$ cat src/cit_consts.vh
// constants for the core interrupt and trap control block
`ifndef CIT_CONSTS_VH
`define CIT_CONSTS_VH

// register byte offsets
`define CIT_OFF_STATUS 8'h00
`define CIT_OFF_CORE 8'h04
`define CIT_OFF_IC1 8'h08
`define CIT_OFF_IC2 8'h0c
`define CIT_OFF_IC3 8'h10
`define CIT_OFF_IC4 8'h14
`define CIT_OFF_PVEC 8'h18
`define CIT_OFF_UFLAG 8'h1c
`define CIT_OFF_UEN 8'h20
`define CIT_OFF_PRIO_LO 8'h24
`define CIT_OFF_PRIO_HI 8'h28

// field positions
`define CIT_LVL_LSB 5
`define CIT_CORE_LAT 15
`define CIT_CORE_LVL_HI 3
`define CIT_IC1_NEST 15
`define CIT_IC1_OVF_A 14
`define CIT_IC1_OVF_B 13
`define CIT_IC1_CAT_A 12
`define CIT_IC1_CAT_B 11
`define CIT_IC1_OVF_A_EN 10
`define CIT_IC1_OVF_B_EN 9
`define CIT_IC1_CAT_EN 8
`define CIT_IC1_SHIFT 7
`define CIT_IC1_DIV0 6
`define CIT_IC1_MATH 4
`define CIT_IC1_ADDR 3
`define CIT_IC1_STACK 2
`define CIT_IC1_CLKF 1
`define CIT_IC2_GIE 15
`define CIT_IC2_HOLD 14
`define CIT_IC2_SOFT_TRAP_STATE 13
`define CIT_IC3_NVM 8
`define CIT_IC3_DMA 5
`define CIT_IC3_LOOP 4
`define CIT_IC3_PLL 0
`define CIT_IC4_SOFTWARE_HARD_TRAP_FLAG 0
`define CIT_PV_LIVE 13
`define CIT_PV_LVL_LSB 8

// implemented bit masks
`define CIT_IC1_MASK 16'hffde
`define CIT_IC2_WMASK 16'ha00f
`define CIT_IC3_MASK 16'h0131
`define CIT_IC4_MASK 16'h0001
`define CIT_PRIO_MASK 16'h7777
`define CIT_UBYTE_MASK 16'h00ff

// reset values
`define CIT_IC2_RESET 16'h8000

// vector numbers
`define CIT_VEC_CLKF 8'h00
`define CIT_VEC_ADDR 8'h01
`define CIT_VEC_HARD 8'h02
`define CIT_VEC_STACK 8'h03
`define CIT_VEC_MATH 8'h04
`define CIT_VEC_SOFT 8'h06
`define CIT_VEC_USER0 8'h08

// trap priority levels, plus top user and nesting-off levels
`define CIT_LVL_CLKF 4'hf
`define CIT_LVL_ADDR 4'he
`define CIT_LVL_HARD 4'hd
`define CIT_LVL_STACK 4'hc
`define CIT_LVL_MATH 4'hb
`define CIT_LVL_SOFT 4'h9
`define CIT_LVL_USER_TOP 3'h7
`define CIT_LVL_NEST_OFF 4'h7

`endif

$ cat src/cit_ext_edge.v
// synchroniser and polarity-selected edge detector for the external request pins
module cit_ext_edge (
    input wire hclk,
    input wire hresetn,
    input wire [3:0] pin,
    input wire [3:0] polarity,
    output wire [3:0] edge_hit
);

genvar g;
generate
    for (g = 0; g < 4; g = g + 1) begin : gen_pin
        reg meta_ff;
        reg sync_ff;
        reg last_ff;
        reg hit_ff;
        always @(posedge hclk or negedge hresetn) begin
            if (!hresetn) begin
                meta_ff <= 1'b0;
                sync_ff <= 1'b0;
                last_ff <= 1'b0;
                hit_ff <= 1'b0;
            end else begin
                meta_ff <= pin[g];
                sync_ff <= meta_ff;
                last_ff <= sync_ff;
                // negative edge when polarity is 1, positive edge when 0
                hit_ff <= polarity[g] ? (last_ff & ~sync_ff) : (~last_ff & sync_ff);
            end
        end
        assign edge_hit[g] = hit_ff;
    end
endgenerate

endmodule

$ cat src/cit_trap_ctrl.v
// interrupt and trap control and status with an ahb-lite register slave
`include "cit_consts.vh"
// What this block does
// - cpu level is the three-bit status field joined with the high level bit
// - level field 111 gives level 7 or 15 and blocks user interrupts
// - high level bit set means level above 7, only traps taken
// - nesting disable makes the three-bit level field read-only to software
// - nesting disable 1 stops nesting, 0 allows it, resets to 0
// - latency mode bit: 1 variable, 0 fixed, resets to 0
// - overflow trap enables arm accumulator a/b traps and set their flags
// - catastrophic enable arms both accumulators, separate flags for a and b
// - math trap sets math flag plus divide-zero or bad-shift flag
// - address, stack and clock failure traps set their status flags
// - global enable gates all interrupts, traps stay active when cleared
// - holdoff bit is set while an interrupt holdoff is in effect
// - soft trap state bit keeps raising the software hard trap while set
// - each external input: polarity 1 negative edge, 0 positive edge
// - soft trap flags for nvm, dma, loop stack and aux pll events
// - register four bit 0 flags a software-generated hard trap
// - live select shows live vector, else vector captured at acknowledge
// - new level field shows the 4-bit level, live or captured by the same select as the vector
// - vector codes: traps 0-4 and 6, user sources from 8
// - unimplemented bits read zero and ignore writes
// - request flags set by source, cleared only by software
// - each user source takes one of seven priority levels
module cit_trap_ctrl (
    input wire hclk,
    input wire hresetn,
    input wire hsel,
    input wire [31:0] haddr,
    input wire [1:0] htrans,
    input wire hwrite,
    input wire [2:0] hsize,
    input wire [31:0] hwdata,
    input wire hready,
    output wire [31:0] hrdata,
    output wire hreadyout,
    output wire hresp,
    input wire acc_a_overflow,
    input wire acc_b_overflow,
    input wire acc_a_catastrophic,
    input wire acc_b_catastrophic,
    input wire bad_shift,
    input wire divide_zero,
    input wire address_error,
    input wire stack_error,
    input wire clock_failure,
    input wire nvm_address_error,
    input wire dma_address_error,
    input wire loop_stack_overflow,
    input wire aux_pll_unlock,
    input wire software_hard_trap,
    input wire holdoff_in_effect,
    input wire [3:0] ext_irq_pin,
    input wire [3:0] periph_irq,
    input wire irq_acknowledge,
    output wire irq_request,
    output wire [7:0] irq_vector,
    output wire [3:0] irq_level,
    output wire [3:0] cpu_level,
    output wire var_latency_mode
);

localparam NCAND = 14;

reg act_ff;
reg wr_ff;
reg [7:0] adr_ff;
reg [2:0] current_level_low_ff;
reg current_level_high_bit_ff;
reg var_lat_ff;
reg [15:0] ic1_ff;
reg [15:0] ic2_ff;
reg holdoff_ff;
reg [15:0] ic3_ff;
reg [15:0] ic4_ff;
reg vector_live_select_ff;
reg [7:0] uflag_ff;
reg [7:0] uen_ff;
reg [15:0] prio_lo_ff;
reg [15:0] prio_hi_ff;
reg pend_ff;
reg [7:0] pend_vec_ff;
reg [3:0] pend_lvl_ff;
reg [7:0] cap_vec_ff;
reg [3:0] cap_lvl_ff;

wire [3:0] ext_edge;
wire [15:0] wdata;
wire take;
wire ack;
wire [15:0] hw1;
wire [15:0] hw3;
wire [15:0] hw4;
wire [NCAND-1:0] cand_req;
wire [4*NCAND-1:0] cand_lvl;
wire [7:0] live_vec;
wire [3:0] live_lvl;

reg [15:0] nxt_ic1;
reg [15:0] nxt_ic2;
reg [15:0] nxt_ic3;
reg [15:0] nxt_ic4;
reg [7:0] nxt_uflag;
reg [2:0] nxt_level_low;
reg nxt_level_high;
reg [15:0] rd_mux;
reg best_ok;
reg [3:0] best_lvl;
reg [7:0] best_vec;
integer k;

// true in the data phase of a write to the given offset
function hit;
    input [7:0] off;
    input wr;
    input [7:0] adr;
    begin
        hit = wr && (adr == off);
    end
endfunction

// vector number of a candidate slot, slots 0-5 traps, 6-13 user sources
function [7:0] vec_of;
    input [3:0] slot;
    begin
        case (slot)
            4'd0: vec_of = `CIT_VEC_CLKF;
            4'd1: vec_of = `CIT_VEC_ADDR;
            4'd2: vec_of = `CIT_VEC_HARD;
            4'd3: vec_of = `CIT_VEC_STACK;
            4'd4: vec_of = `CIT_VEC_MATH;
            4'd5: vec_of = `CIT_VEC_SOFT;
            default: vec_of = `CIT_VEC_USER0 + {4'h0, slot} - 8'h06;
        endcase
    end
endfunction

cit_ext_edge u_ext_edge (
    .hclk(hclk),
    .hresetn(hresetn),
    .pin(ext_irq_pin),
    .polarity(ic2_ff[3:0]),
    .edge_hit(ext_edge)
);

// bus slave: single-cycle address capture, zero wait states
assign take = hsel & htrans[1] & hready;
assign wdata = hwdata[15:0];
assign hreadyout = 1'b1;
assign hresp = 1'b0;
assign hrdata = {16'h0000, rd_mux};

always @(posedge hclk or negedge hresetn) begin
    if (!hresetn) begin
        act_ff <= 1'b0;
        wr_ff <= 1'b0;
        adr_ff <= 8'h00;
    end else if (hready) begin
        act_ff <= take;
        wr_ff <= take & hwrite;
        adr_ff <= haddr[7:0];
    end
end

// hardware-set trap causes
assign hw1[15] = 1'b0;
assign hw1[`CIT_IC1_OVF_A] = acc_a_overflow & ic1_ff[`CIT_IC1_OVF_A_EN];
assign hw1[`CIT_IC1_OVF_B] = acc_b_overflow & ic1_ff[`CIT_IC1_OVF_B_EN];
assign hw1[`CIT_IC1_CAT_A] = acc_a_catastrophic & ic1_ff[`CIT_IC1_CAT_EN];
assign hw1[`CIT_IC1_CAT_B] = acc_b_catastrophic & ic1_ff[`CIT_IC1_CAT_EN];
assign hw1[10:8] = 3'b000;
assign hw1[`CIT_IC1_SHIFT] = bad_shift;
assign hw1[`CIT_IC1_DIV0] = divide_zero;
assign hw1[5] = 1'b0;
assign hw1[`CIT_IC1_MATH] = bad_shift | divide_zero;
assign hw1[`CIT_IC1_ADDR] = address_error;
assign hw1[`CIT_IC1_STACK] = stack_error;
assign hw1[`CIT_IC1_CLKF] = clock_failure;
assign hw1[0] = 1'b0;

assign hw3 = {7'h00, nvm_address_error, 2'b00, dma_address_error, loop_stack_overflow,
    3'b000, aux_pll_unlock};
// a held software trap state keeps raising the software hard trap
assign hw4 = {15'h0000, software_hard_trap | ic2_ff[`CIT_IC2_SOFT_TRAP_STATE]};

assign ack = irq_acknowledge & pend_ff;

always @* begin
    // hardware set wins over a software clearing write
    nxt_ic1 = (hw1 | (hit(`CIT_OFF_IC1, wr_ff, adr_ff) ? wdata : ic1_ff))
        & `CIT_IC1_MASK;
    nxt_ic2 = hit(`CIT_OFF_IC2, wr_ff, adr_ff) ? (wdata & `CIT_IC2_WMASK) : ic2_ff;
    nxt_ic3 = (hw3 | (hit(`CIT_OFF_IC3, wr_ff, adr_ff) ? wdata : ic3_ff))
        & `CIT_IC3_MASK;
    nxt_ic4 = (hw4 | (hit(`CIT_OFF_IC4, wr_ff, adr_ff) ? wdata : ic4_ff))
        & `CIT_IC4_MASK;
    nxt_uflag = {periph_irq, ext_edge}
        | (hit(`CIT_OFF_UFLAG, wr_ff, adr_ff) ? wdata[7:0] : uflag_ff);
    nxt_level_low = current_level_low_ff;
    nxt_level_high = current_level_high_bit_ff;
    if (hit(`CIT_OFF_STATUS, wr_ff, adr_ff) && !ic1_ff[`CIT_IC1_NEST]) begin
        nxt_level_low = wdata[`CIT_LVL_LSB+2:`CIT_LVL_LSB];
    end
    if (hit(`CIT_OFF_CORE, wr_ff, adr_ff) && !wdata[`CIT_CORE_LVL_HI]) begin
        nxt_level_high = 1'b0;
    end
    if (ack) begin
        // with nesting off a user request parks the core at level 7
        if (pend_vec_ff >= `CIT_VEC_USER0 && ic1_ff[`CIT_IC1_NEST]) begin
            {nxt_level_high, nxt_level_low} = `CIT_LVL_NEST_OFF;
        end else begin
            {nxt_level_high, nxt_level_low} = pend_lvl_ff;
        end
    end
end

always @(posedge hclk or negedge hresetn) begin
    if (!hresetn) begin
        current_level_low_ff <= 3'b000;
        current_level_high_bit_ff <= 1'b0;
        var_lat_ff <= 1'b0;
        ic1_ff <= 16'h0000;
        ic2_ff <= `CIT_IC2_RESET;
        holdoff_ff <= 1'b0;
        ic3_ff <= 16'h0000;
        ic4_ff <= 16'h0000;
        vector_live_select_ff <= 1'b0;
        uflag_ff <= 8'h00;
        uen_ff <= 8'h00;
        prio_lo_ff <= 16'h0000;
        prio_hi_ff <= 16'h0000;
    end else begin
        current_level_low_ff <= nxt_level_low;
        current_level_high_bit_ff <= nxt_level_high;
        if (hit(`CIT_OFF_CORE, wr_ff, adr_ff)) begin
            var_lat_ff <= wdata[`CIT_CORE_LAT];
        end
        ic1_ff <= nxt_ic1;
        ic2_ff <= nxt_ic2;
        holdoff_ff <= holdoff_in_effect;
        ic3_ff <= nxt_ic3;
        ic4_ff <= nxt_ic4;
        if (hit(`CIT_OFF_PVEC, wr_ff, adr_ff)) begin
            vector_live_select_ff <= wdata[`CIT_PV_LIVE];
        end
        uflag_ff <= nxt_uflag;
        if (hit(`CIT_OFF_UEN, wr_ff, adr_ff)) begin
            uen_ff <= wdata[7:0];
        end
        if (hit(`CIT_OFF_PRIO_LO, wr_ff, adr_ff)) begin
            prio_lo_ff <= wdata & `CIT_PRIO_MASK;
        end
        if (hit(`CIT_OFF_PRIO_HI, wr_ff, adr_ff)) begin
            prio_hi_ff <= wdata & `CIT_PRIO_MASK;
        end
    end
end

assign cpu_level = {current_level_high_bit_ff, current_level_low_ff};
assign var_latency_mode = var_lat_ff;

// trap candidates, active whatever the global enable says
assign cand_req[0] = ic1_ff[`CIT_IC1_CLKF];
assign cand_req[1] = ic1_ff[`CIT_IC1_ADDR];
assign cand_req[2] = ic4_ff[`CIT_IC4_SOFTWARE_HARD_TRAP_FLAG];
assign cand_req[3] = ic1_ff[`CIT_IC1_STACK];
assign cand_req[4] = |{ic1_ff[14:11], ic1_ff[`CIT_IC1_MATH]};
assign cand_req[5] = |ic3_ff;
assign cand_lvl[23:0] = {`CIT_LVL_SOFT, `CIT_LVL_MATH, `CIT_LVL_STACK,
    `CIT_LVL_HARD, `CIT_LVL_ADDR, `CIT_LVL_CLKF};

// user candidates, gated by flag, enable, global enable and holdoff
genvar g;
generate
    for (g = 0; g < 8; g = g + 1) begin : gen_user
        wire [2:0] prio;
        if (g < 4) begin : lo
            assign prio = prio_lo_ff[4*g+2:4*g];
        end else begin : hi
            assign prio = prio_hi_ff[4*(g-4)+2:4*(g-4)];
        end
        assign cand_lvl[4*(g+6)+3:4*(g+6)] = {1'b0, prio};
        assign cand_req[g+6] = uflag_ff[g] & uen_ff[g] & ic2_ff[`CIT_IC2_GIE]
            & (prio != 3'b000) & ~(holdoff_ff & (prio != `CIT_LVL_USER_TOP));
    end
endgenerate

// highest level above the cpu level; scanning down keeps the lowest vector on ties
always @* begin
    best_ok = 1'b0;
    best_lvl = 4'h0;
    best_vec = 8'h00;
    for (k = NCAND - 1; k >= 0; k = k - 1) begin
        if (cand_req[k] && (cand_lvl[4*k+:4] > cpu_level)
            && (!best_ok || cand_lvl[4*k+:4] >= best_lvl)) begin
            best_ok = 1'b1;
            best_lvl = cand_lvl[4*k+:4];
            best_vec = vec_of(k[3:0]);
        end
    end
end

always @(posedge hclk or negedge hresetn) begin
    if (!hresetn) begin
        pend_ff <= 1'b0;
        pend_vec_ff <= 8'h00;
        pend_lvl_ff <= 4'h0;
        cap_vec_ff <= 8'h00;
        cap_lvl_ff <= 4'h0;
    end else begin
        // the request drops at acknowledge and is re-judged at the new level
        pend_ff <= best_ok & ~ack;
        pend_vec_ff <= best_vec;
        pend_lvl_ff <= best_lvl;
        if (ack) begin
            cap_vec_ff <= pend_vec_ff;
            cap_lvl_ff <= pend_lvl_ff;
        end
    end
end

assign irq_request = pend_ff;
assign irq_vector = pend_vec_ff;
assign irq_level = pend_lvl_ff;
assign live_vec = vector_live_select_ff ? pend_vec_ff : cap_vec_ff;
assign live_lvl = vector_live_select_ff ? pend_lvl_ff : cap_lvl_ff;

// read data for the data phase, unmapped offsets read zero
always @* begin
    rd_mux = 16'h0000;
    if (act_ff && !wr_ff) begin
        case (adr_ff)
            `CIT_OFF_STATUS: rd_mux = {8'h00, current_level_low_ff, 5'h00};
            `CIT_OFF_CORE: rd_mux = {var_lat_ff, 11'h000, current_level_high_bit_ff, 3'b000};
            `CIT_OFF_IC1: rd_mux = ic1_ff;
            `CIT_OFF_IC2: rd_mux = ic2_ff | {1'b0, holdoff_ff, 14'h0000};
            `CIT_OFF_IC3: rd_mux = ic3_ff;
            `CIT_OFF_IC4: rd_mux = ic4_ff;
            `CIT_OFF_PVEC: rd_mux = {2'b00, vector_live_select_ff, 1'b0, live_lvl, live_vec};
            `CIT_OFF_UFLAG: rd_mux = {8'h00, uflag_ff};
            `CIT_OFF_UEN: rd_mux = {8'h00, uen_ff};
            `CIT_OFF_PRIO_LO: rd_mux = prio_lo_ff;
            `CIT_OFF_PRIO_HI: rd_mux = prio_hi_ff;
            default: rd_mux = 16'h0000;
        endcase
    end
end

endmodule

$ cat config.mk
export PLATFORM = sky130hd
export DESIGN_NAME = cit_trap_ctrl
export DESIGN_NICKNAME = d
export VERILOG_FILES = /design/src/cit_ext_edge.v /design/src/cit_trap_ctrl.v
export VERILOG_INCLUDE_DIRS = /design/src
export SDC_FILE = /design/constraint.sdc
export NUM_CORES = 1
export LEC_CHECK = 0
export BUFFER_PORTS_ARGS = -buffer_cell sky130_fd_sc_hd__clkbuf_2
export CAP_MARGIN = 20
export CELL_PAD_IN_SITES_DETAIL_PLACEMENT = 1
export CELL_PAD_IN_SITES_GLOBAL_PLACEMENT = 1
export CORE_ASPECT_RATIO = 2
export CORE_MARGIN = 1.5
export CORE_UTILIZATION = 38
export DETAILED_ROUTE_END_ITERATION = 8
export GPL_ROUTABILITY_DRIVEN = 0
export HOLD_SLACK_MARGIN = 0.15
export PLACE_DENSITY = 0.88
export SYNTH_ARGS = -nofsm -noshare
export SYNTH_HDL_FRONTEND = slang
export SYNTH_SLANG_ARGS = --single-unit
$ cat constraint.sdc
create_clock -name hclk -period 10.8 [get_ports hclk]
set_input_delay 2.16 -clock hclk [delete_from_list [all_inputs] [get_ports hclk]]
set_output_delay 2.16 -clock hclk [all_outputs]
set_load 0.02 [all_outputs]
* After elaboration in Yosys (flattened, before gate mapping)
Cells that the tools add are included.
Word-level totals: register bits after elaboration 123, input port bits 98, output and inout bits 52, word-level logic and storage cells 308
Operators by class: order comparisons 28, equality and inequality tests 18, multiplexer cells 60, bitwise logic cells 81, reductions and logical operators 84
Operator list (count):
- case mux 16 bit (11 select lines) | 1
- two-way mux 8 bit | 15
- two-way mux 4 bit | 15
- bitwise AND 1 bit | 57
- logical AND 1 bit | 42
- equality test 8 x 5 -> 1 bit (second input constant) | 4
- greater-than comparator 3 x 4 -> 1 bit | 8
- two-way mux 16 bit | 2
- greater-or-equal comparator 3 x 4 -> 1 bit | 7
- equality test 8 x 6 -> 1 bit (second input constant) | 3
- greater-or-equal comparator 4 bit (first input constant) | 6
- greater-than comparator 4 bit (first input constant) | 6
- != test 3 bit (second input constant) | 8
- nonzero test 3 bit | 8
- two-way mux 1 bit | 22
- NOT 1 bit | 17
- equality test 8 x 4 -> 1 bit (second input constant) | 2
- logical NOT 1 bit | 16
- bitwise OR 15 x 16 -> 16 bit | 1
- bitwise OR 16 x 15 -> 16 bit | 1
- logical OR 1 bit | 13
- two-way mux 3 bit | 4
- two-way mux 9 bit | 1
- bitwise OR 9 bit | 1
- 8 further kinds | 11

* Logic depth before layout (Yosys ltp)
word-level depth 59, mapped depth 57, mapped depth without buffers 56

* Hierarchy
A second synthesis with hierarchy kept.
Unflattened totals: cell total of the unflattened synthesis 698, area, all modules 7001.7 um^2
By module, submodules not included:
- cit_trap_ctrl | instances 1, cells each 666, area each 6485.0 um^2
- cit_ext_edge | instances 1, cells each 32, area each 516.7 um^2

* Least setup slack after synthesis
No wires, ideal clock.
path kind reg2reg, from register current_level_low_ff[2], to register pend_lvl_ff[0], in the netlist irq_level[0], library setup time 0.119 ns, arrival time 10.663 ns, data required time 10.681 ns, path slack 0.019 ns, cell stages (with the launch flop) 56, buffers on the path 2, cells stage by stage dfrtp_1 -> inv_1 -> ha_1 -> a311oi_1 -> and2_1 -> buf_4 -> nand2_1 -> ha_1 -> a21o_1 -> a21o_2 -> o21a_1 -> a21o_2 -> ha_1 -> nand2b_1 -> a21o_2 -> a21oi_1 -> o21ai_4 -> a221o_1 -> [20 not listed] -> a21oi_1 -> nor2_1 -> a21oi_2 -> o21ai_1 -> o22ai_1 -> ha_1 -> nand2b_1 -> a21o_1 -> a21oi_1 -> a21o_2 -> mux2_4 -> ha_1 -> nand2b_1 -> a21oi_1 -> nor2b_1 -> o31a_4 -> or3_1 -> o21a_1
On the way: word-level cells in the longest chain between the ends 55
RTL lines:
- from (decl) | RTL line cit_trap_ctrl.v:69 | reg [2:0] current_level_low_ff;
- from (signal assigned) | RTL line cit_trap_ctrl.v:234 | current_level_low_ff <= nxt_level_low;
- greater-than comparator 3 x 4 -> 1 bit | RTL line cit_trap_ctrl.v:295 | if (cand_req[k] && (cand_lvl[4*k+:4] > cpu_level)
- logical AND 1 bit | RTL line cit_trap_ctrl.v:295
- two-way mux 3 bit / two-way mux 1 bit (equally long branches) | RTL line cit_trap_ctrl.v:295
- greater-or-equal comparator 3 x 4 -> 1 bit / logical NOT 1 bit (equally long branches) | RTL line cit_trap_ctrl.v:296 | && (!best_ok || cand_lvl[4*k+:4] >= best_lvl)) begin
- logical OR 1 bit | RTL line cit_trap_ctrl.v:296
- logical AND 1 bit | RTL line cit_trap_ctrl.v:296
- two-way mux 4 bit / two-way mux 1 bit (equally long branches) | RTL line cit_trap_ctrl.v:295
- greater-or-equal comparator 3 x 4 -> 1 bit / logical NOT 1 bit (equally long branches) | RTL line cit_trap_ctrl.v:296
- [40 not listed]
- logical OR 1 bit | RTL line cit_trap_ctrl.v:296
- logical AND 1 bit | RTL line cit_trap_ctrl.v:296
- two-way mux 4 bit / two-way mux 1 bit (equally long branches) | RTL line cit_trap_ctrl.v:295
- greater-or-equal comparator 4 bit / logical NOT 1 bit (equally long branches) | RTL line cit_trap_ctrl.v:296
- logical OR 1 bit | RTL line cit_trap_ctrl.v:296
- logical AND 1 bit | RTL line cit_trap_ctrl.v:296
- two-way mux 4 bit * | RTL line cit_trap_ctrl.v:295
- named net best_lvl[0] | RTL line cit_trap_ctrl.v:109 | reg [3:0] best_lvl;
- to (signal assigned) | RTL line cit_trap_ctrl.v:315 | pend_lvl_ff <= best_lvl;
- to (decl) | RTL line cit_trap_ctrl.v:84 | reg [3:0] pend_lvl_ff;
Mark *: on every way through the listed nets, which the timed path passes. The rest lies on a longest branch. A chain may end at the register's enable or synchronous reset.

* Worst setup path in the final report
from register prio_hi_ff[12], to register pend_lvl_ff[0], in the netlist irq_level[0]
On the way: word-level cells in the longest chain between the ends 58
RTL lines:
- from (decl) | RTL line cit_trap_ctrl.v:81 | reg [15:0] prio_hi_ff;
- from (signal assigned) | RTL line cit_trap_ctrl.v:255 | prio_hi_ff <= wdata & `CIT_PRIO_MASK;
- != test 3 bit (no source line)
- bitwise AND 1 bit | RTL line cit_trap_ctrl.v:285 | & (prio != 3'b000) & ~(holdoff_ff & (prio != `CIT_LVL_USER_TOP));
- NOT 1 bit | RTL line cit_trap_ctrl.v:285
- bitwise AND 1 bit | RTL line cit_trap_ctrl.v:284 | assign cand_req[g+6] = uflag_ff[g] & uen_ff[g] & ic2_ff[`CIT_IC2_GIE]
- logical AND 1 bit | RTL line cit_trap_ctrl.v:295
- two-way mux 3 bit / two-way mux 1 bit (equally long branches) | RTL line cit_trap_ctrl.v:295
- greater-or-equal comparator 3 x 4 -> 1 bit / logical NOT 1 bit (equally long branches) | RTL line cit_trap_ctrl.v:296
- logical OR 1 bit | RTL line cit_trap_ctrl.v:296
- [43 not listed]
- logical OR 1 bit | RTL line cit_trap_ctrl.v:296
- logical AND 1 bit | RTL line cit_trap_ctrl.v:296
- two-way mux 4 bit / two-way mux 1 bit (equally long branches) | RTL line cit_trap_ctrl.v:295
- greater-or-equal comparator 4 bit / logical NOT 1 bit (equally long branches) | RTL line cit_trap_ctrl.v:296
- logical OR 1 bit | RTL line cit_trap_ctrl.v:296
- logical AND 1 bit | RTL line cit_trap_ctrl.v:296
- two-way mux 4 bit * | RTL line cit_trap_ctrl.v:295
- named net best_lvl[0] | RTL line cit_trap_ctrl.v:109
Marks and branches as above.

==> impl_summary.txt <==
----------------------------------------------------
[Outcome]
  Run status ... complete, no violations

[Finish]
  Fraction of layout cells with a size suffix above 1 ... 32.8%
  Count of nets after finishing ... 974
  Final Instance Area ... 0.00874 sq mm
  Area growth from synthesis to final layout ... 24.1%
  Final design utilization ... 48.0%
  Count of fill cells added during filler insertion ... 2056
  Count of inserted antenna diode cells ... 0

[Worst hold path]
  Hold Path Class ... reg -> reg

[Synthesis]
  Cell area after synthesis ... 0.00704 sq mm
  Most repeated cell in the gate-level netlist after synthesis ... sky130_fd_sc_hd__dfrtp_1
  Number of warnings issued by yosys ... 0
  List of most frequent post-synthesis cells ... sky130_fd_sc_hd__dfrtp_1, sky130_fd_sc_hd__nand2_1, sky130_fd_sc_hd__mux2_2, sky130_fd_sc_hd__ha_1, sky130_fd_sc_hd__nor2_1
  Ranking of synthesized cells by area ... sky130_fd_sc_hd__dfrtp_1, sky130_fd_sc_hd__mux2_2, sky130_fd_sc_hd__ha_1
  Biggest area consumer among synthesized cells ... sky130_fd_sc_hd__dfrtp_1
  Gate count of the mapped netlist ... 707
  Async set-reset flop share out of synthesis ... 100%
  Top flip-flop cell by instance count after synthesis ... sky130_fd_sc_hd__dfrtp_1
  Top cell type's share of synthesized area ... 40.5%
  Number of synthesized register bits ... 115
  Post-synthesis area per instance ... 9.95 sq um
  Yosys cell types ... 73
  Count of flip-flops with a built-in enable after synthesis ... 0
  Sequential element share of the synthesized area ... 40.9%

[Global routing]
  Number of antenna violations at the first check in global routing ... 0
  Global-route congestion overflow total ... 0
  Via count of the first global-routing pass ... 7157
  Global-route layer with the greatest usage ... met2
  Wire length of the first global-routing pass ... 41.2 mm
  Pin count of the biggest net entering global routing ... 61
  Global-route track usage on met2 ... 50.7%
  Met3 layer usage reported by global route ... 4.12%
  Global routing usage on met1 ... 28.3%
  Global-route usage over all layers ... 28.5%

[Detailed routing]
  Average routed wire per standard cell ... 26.0 um
  Routed via count divided by cell count ... 6.38
  Number of iterations in the first detailed-routing pass ... 5
  Vias after detailed routing ... 6763
  Starting DRT DRC Count ... 472
  Routed Wire Length ... 27.5 mm
  DRC viols ... 0
  Number of routed nets with antenna violations ... 0

[STA]
  Post-layout min period ... 10.47 ns
  Final count of negative-setup-slack endpoints ... 0
  Fin worst setup slack ... 0.335 ns
  Worst Hold Slack ... 0.350 ns
  FMAX ... 95.6 MHz
  Count of final max-slew check failures ... 0
  Worst Max-Slew Pin Slew ... 1.14 ns
  Ratio of final minimum period to clock period ... 96.9%
  Hold Violations, Final ... 0
  Clock tree skew after final layout ... 0.00559 ns
  Worst slew slack as a fraction of its limit ... 23.7%

[Run]
  Number of max-capacitance violations reported ... 0

[Clock tree]
  Total number of clock tree sinks ... 115
  TritonCTS buffer count ... 17
  TritonCTS clock tree ... done
  H-tree levels ... 4
  Clk pin slew, worst setup/hold paths ... 0.06 ns
  Clock tree root driver cell ... sky130_fd_sc_hd__clkbuf_16
  Clock network latency to the later pin of the worst-skew pair ... 0.43 ns
  Maximum number of buffers from clock root to sink ... 2

[Critical path]
  Critical path launch point type ... flip-flop
  Most common cell on crit path ... sky130_fd_sc_hd__a21oi_2
  Delay of the slowest critical-path stage ... 0.46 ns
  CP Data Arrival Time ... 10.77 ns
  Maximum fanout along the worst path ... 6
  Kind of capture point of the worst setup path ... flip-flop
  Crit path buf inv count ... 5
  Dominant delay contributor by cell family on the critical path ... compound AO/OA/AOI/OAI gates
  Critical path's slowest cell ... sky130_fd_sc_hd__dfrtp_2
  Critical Setup Path Class ... reg -> reg
  Data required time at the worst endpoint ... 11.10 ns

[Pwr]
  Peak ir drop on the vdd network ... 0.142 mV
  Leakage Power ... 3.86 nW
  Sum of internal, switching and leakage power ... 1.30 mW
  PwrDens ... 149 mW/mm^2

[Die]
  Die H ... 195 um
  Core Region ... 0.0182 sq mm
  Effective utilization at floorplan ... 38.6%
  Floorplan die area ... 0.0194 sq mm
  Chip width ... 99.2 um
  Top Ports ... 150
  Total number of placement rows ... 70

[Placed design]
  Sum of net half-perimeters after detailed placement ... 19.8 mm
  Quantity of I/O buffers inserted on ports ... 83
  Worst Setup Slack post-DPL ... -0.312 ns
  Area of placed instances ... 0.00776 sq mm

----------------------------------------------------
==> stage by stage <==
stage                     cells  TNS [ns]
after floorplan             727         0
after global placement     1016         0
after detailed placement   1016     -1.40
after CTS                  1048         0
after global routing       1060    -0.125
final                      1060         0
==> timing repair <==
item,in CTS,in global routing
pin swaps,0,33
resized for setup,8,41
endpoints found under the setup margin,6,6
buffers inserted,0,11
hold buffers,0,0
==> cell families (layout without fill, tap and decap cells) <==
family                     after synthesis  after routing  synth area share, %
AOI/OAI and AO/OA                      184            184                 19.5
adders and majority gates               45             45                 8.00
buffers and inverters                   63            180                 5.23
DFF                                    115            115                 40.9
muxes                                   61             61                 9.69
other                                    2             22                0.107
and+or+nand+nor                        237            237                 16.6
==> layer usage <==
layer | wire length, um | share of wire [%]
met5 | 0 | 0
met4 | 2710 | 9.9
met3 | 1550 | 5.6
met2 | 14500 | 53
met1 | 8760 | 32
==> sequential cells by signal, indices dropped and copies added (netlist names), 3 cells and up <==
register and count:
ic1_ff 14, current_level_low_ff 3, u_ext_edge.gen_pin.hit_ff 4, irq_vector 4, irq_level 4, u_ext_edge.gen_pin.meta_ff 4
u_ext_edge.gen_pin.last_ff 4, cap_vec_ff 4, prio_hi_ff 12, prio_lo_ff 12, uen_ff 8, adr_ff 8
uflag_ff 8, ic3_ff 4, u_ext_edge.gen_pin.sync_ff 4, ic2_ff 6, cap_lvl_ff 4
==> layout by cell type, fill, tap and decap left out, types with 22 or more instances in the layout <==
| cell type | count |
|---|---|
| sky130_fd_sc_hd__buf_4 | 42 |
| sky130_fd_sc_hd__o21ai_0 | 23 |
| sky130_fd_sc_hd__ha_1 | 39 |
| sky130_fd_sc_hd__a22oi_1 | 26 |
| sky130_fd_sc_hd__a21oi_1 | 26 |
| sky130_fd_sc_hd__dfrtp_1 | 113 |
| sky130_fd_sc_hd__mux2_2 | 53 |
| sky130_fd_sc_hd__nor2_1 | 39 |
| sky130_fd_sc_hd__conb_1 | 22 |
| sky130_fd_sc_hd__clkbuf_2 | 82 |
| sky130_fd_sc_hd__nand2_1 | 89 |
==> power breakdown <==
part / switching (mW) / internal [mW]
combinational: 0.140 / 0.0994
clock: 0.227 / 0.346
sequential: 0.0313 / 0.453
==> worst paths after layout <==
path	depth (start not counted)	start	end	slack (ns)
min in group asynchronous	1	hresetn	irq_request$_DFF_PN0_	1.77
max	54	prio_hi_ff[12]$_DFFE_PN0P_	irq_level[0]$_DFF_PN0_	0.33
min reg2reg	0	u_ext_edge.gen_pin[1].meta_ff$_DFF_PN0_	u_ext_edge.gen_pin[1].sync_ff$_DFF_PN0_	0.35
max in group asynchronous	2	hresetn	prio_hi_ff[12]$_DFFE_PN0P_	7.70
min	0	u_ext_edge.gen_pin[1].meta_ff$_DFF_PN0_	u_ext_edge.gen_pin[1].sync_ff$_DFF_PN0_	0.35
max reg2reg	54	prio_hi_ff[12]$_DFFE_PN0P_	irq_level[0]$_DFF_PN0_	0.33
==> area by class of cell <==
cell class	count	area, sq um	area share (%)
clock inverter	15	173	1.98
multi-input combinational	549	4140	47.4
sequential	115	2880	33.0
timing repair buffer	129	776	8.88
tap	216	270	3.09
inverter	19	73.8	0.845
clock buffer	17	425	4.87
Note: power is estimated with default switching activity, not from simulation.
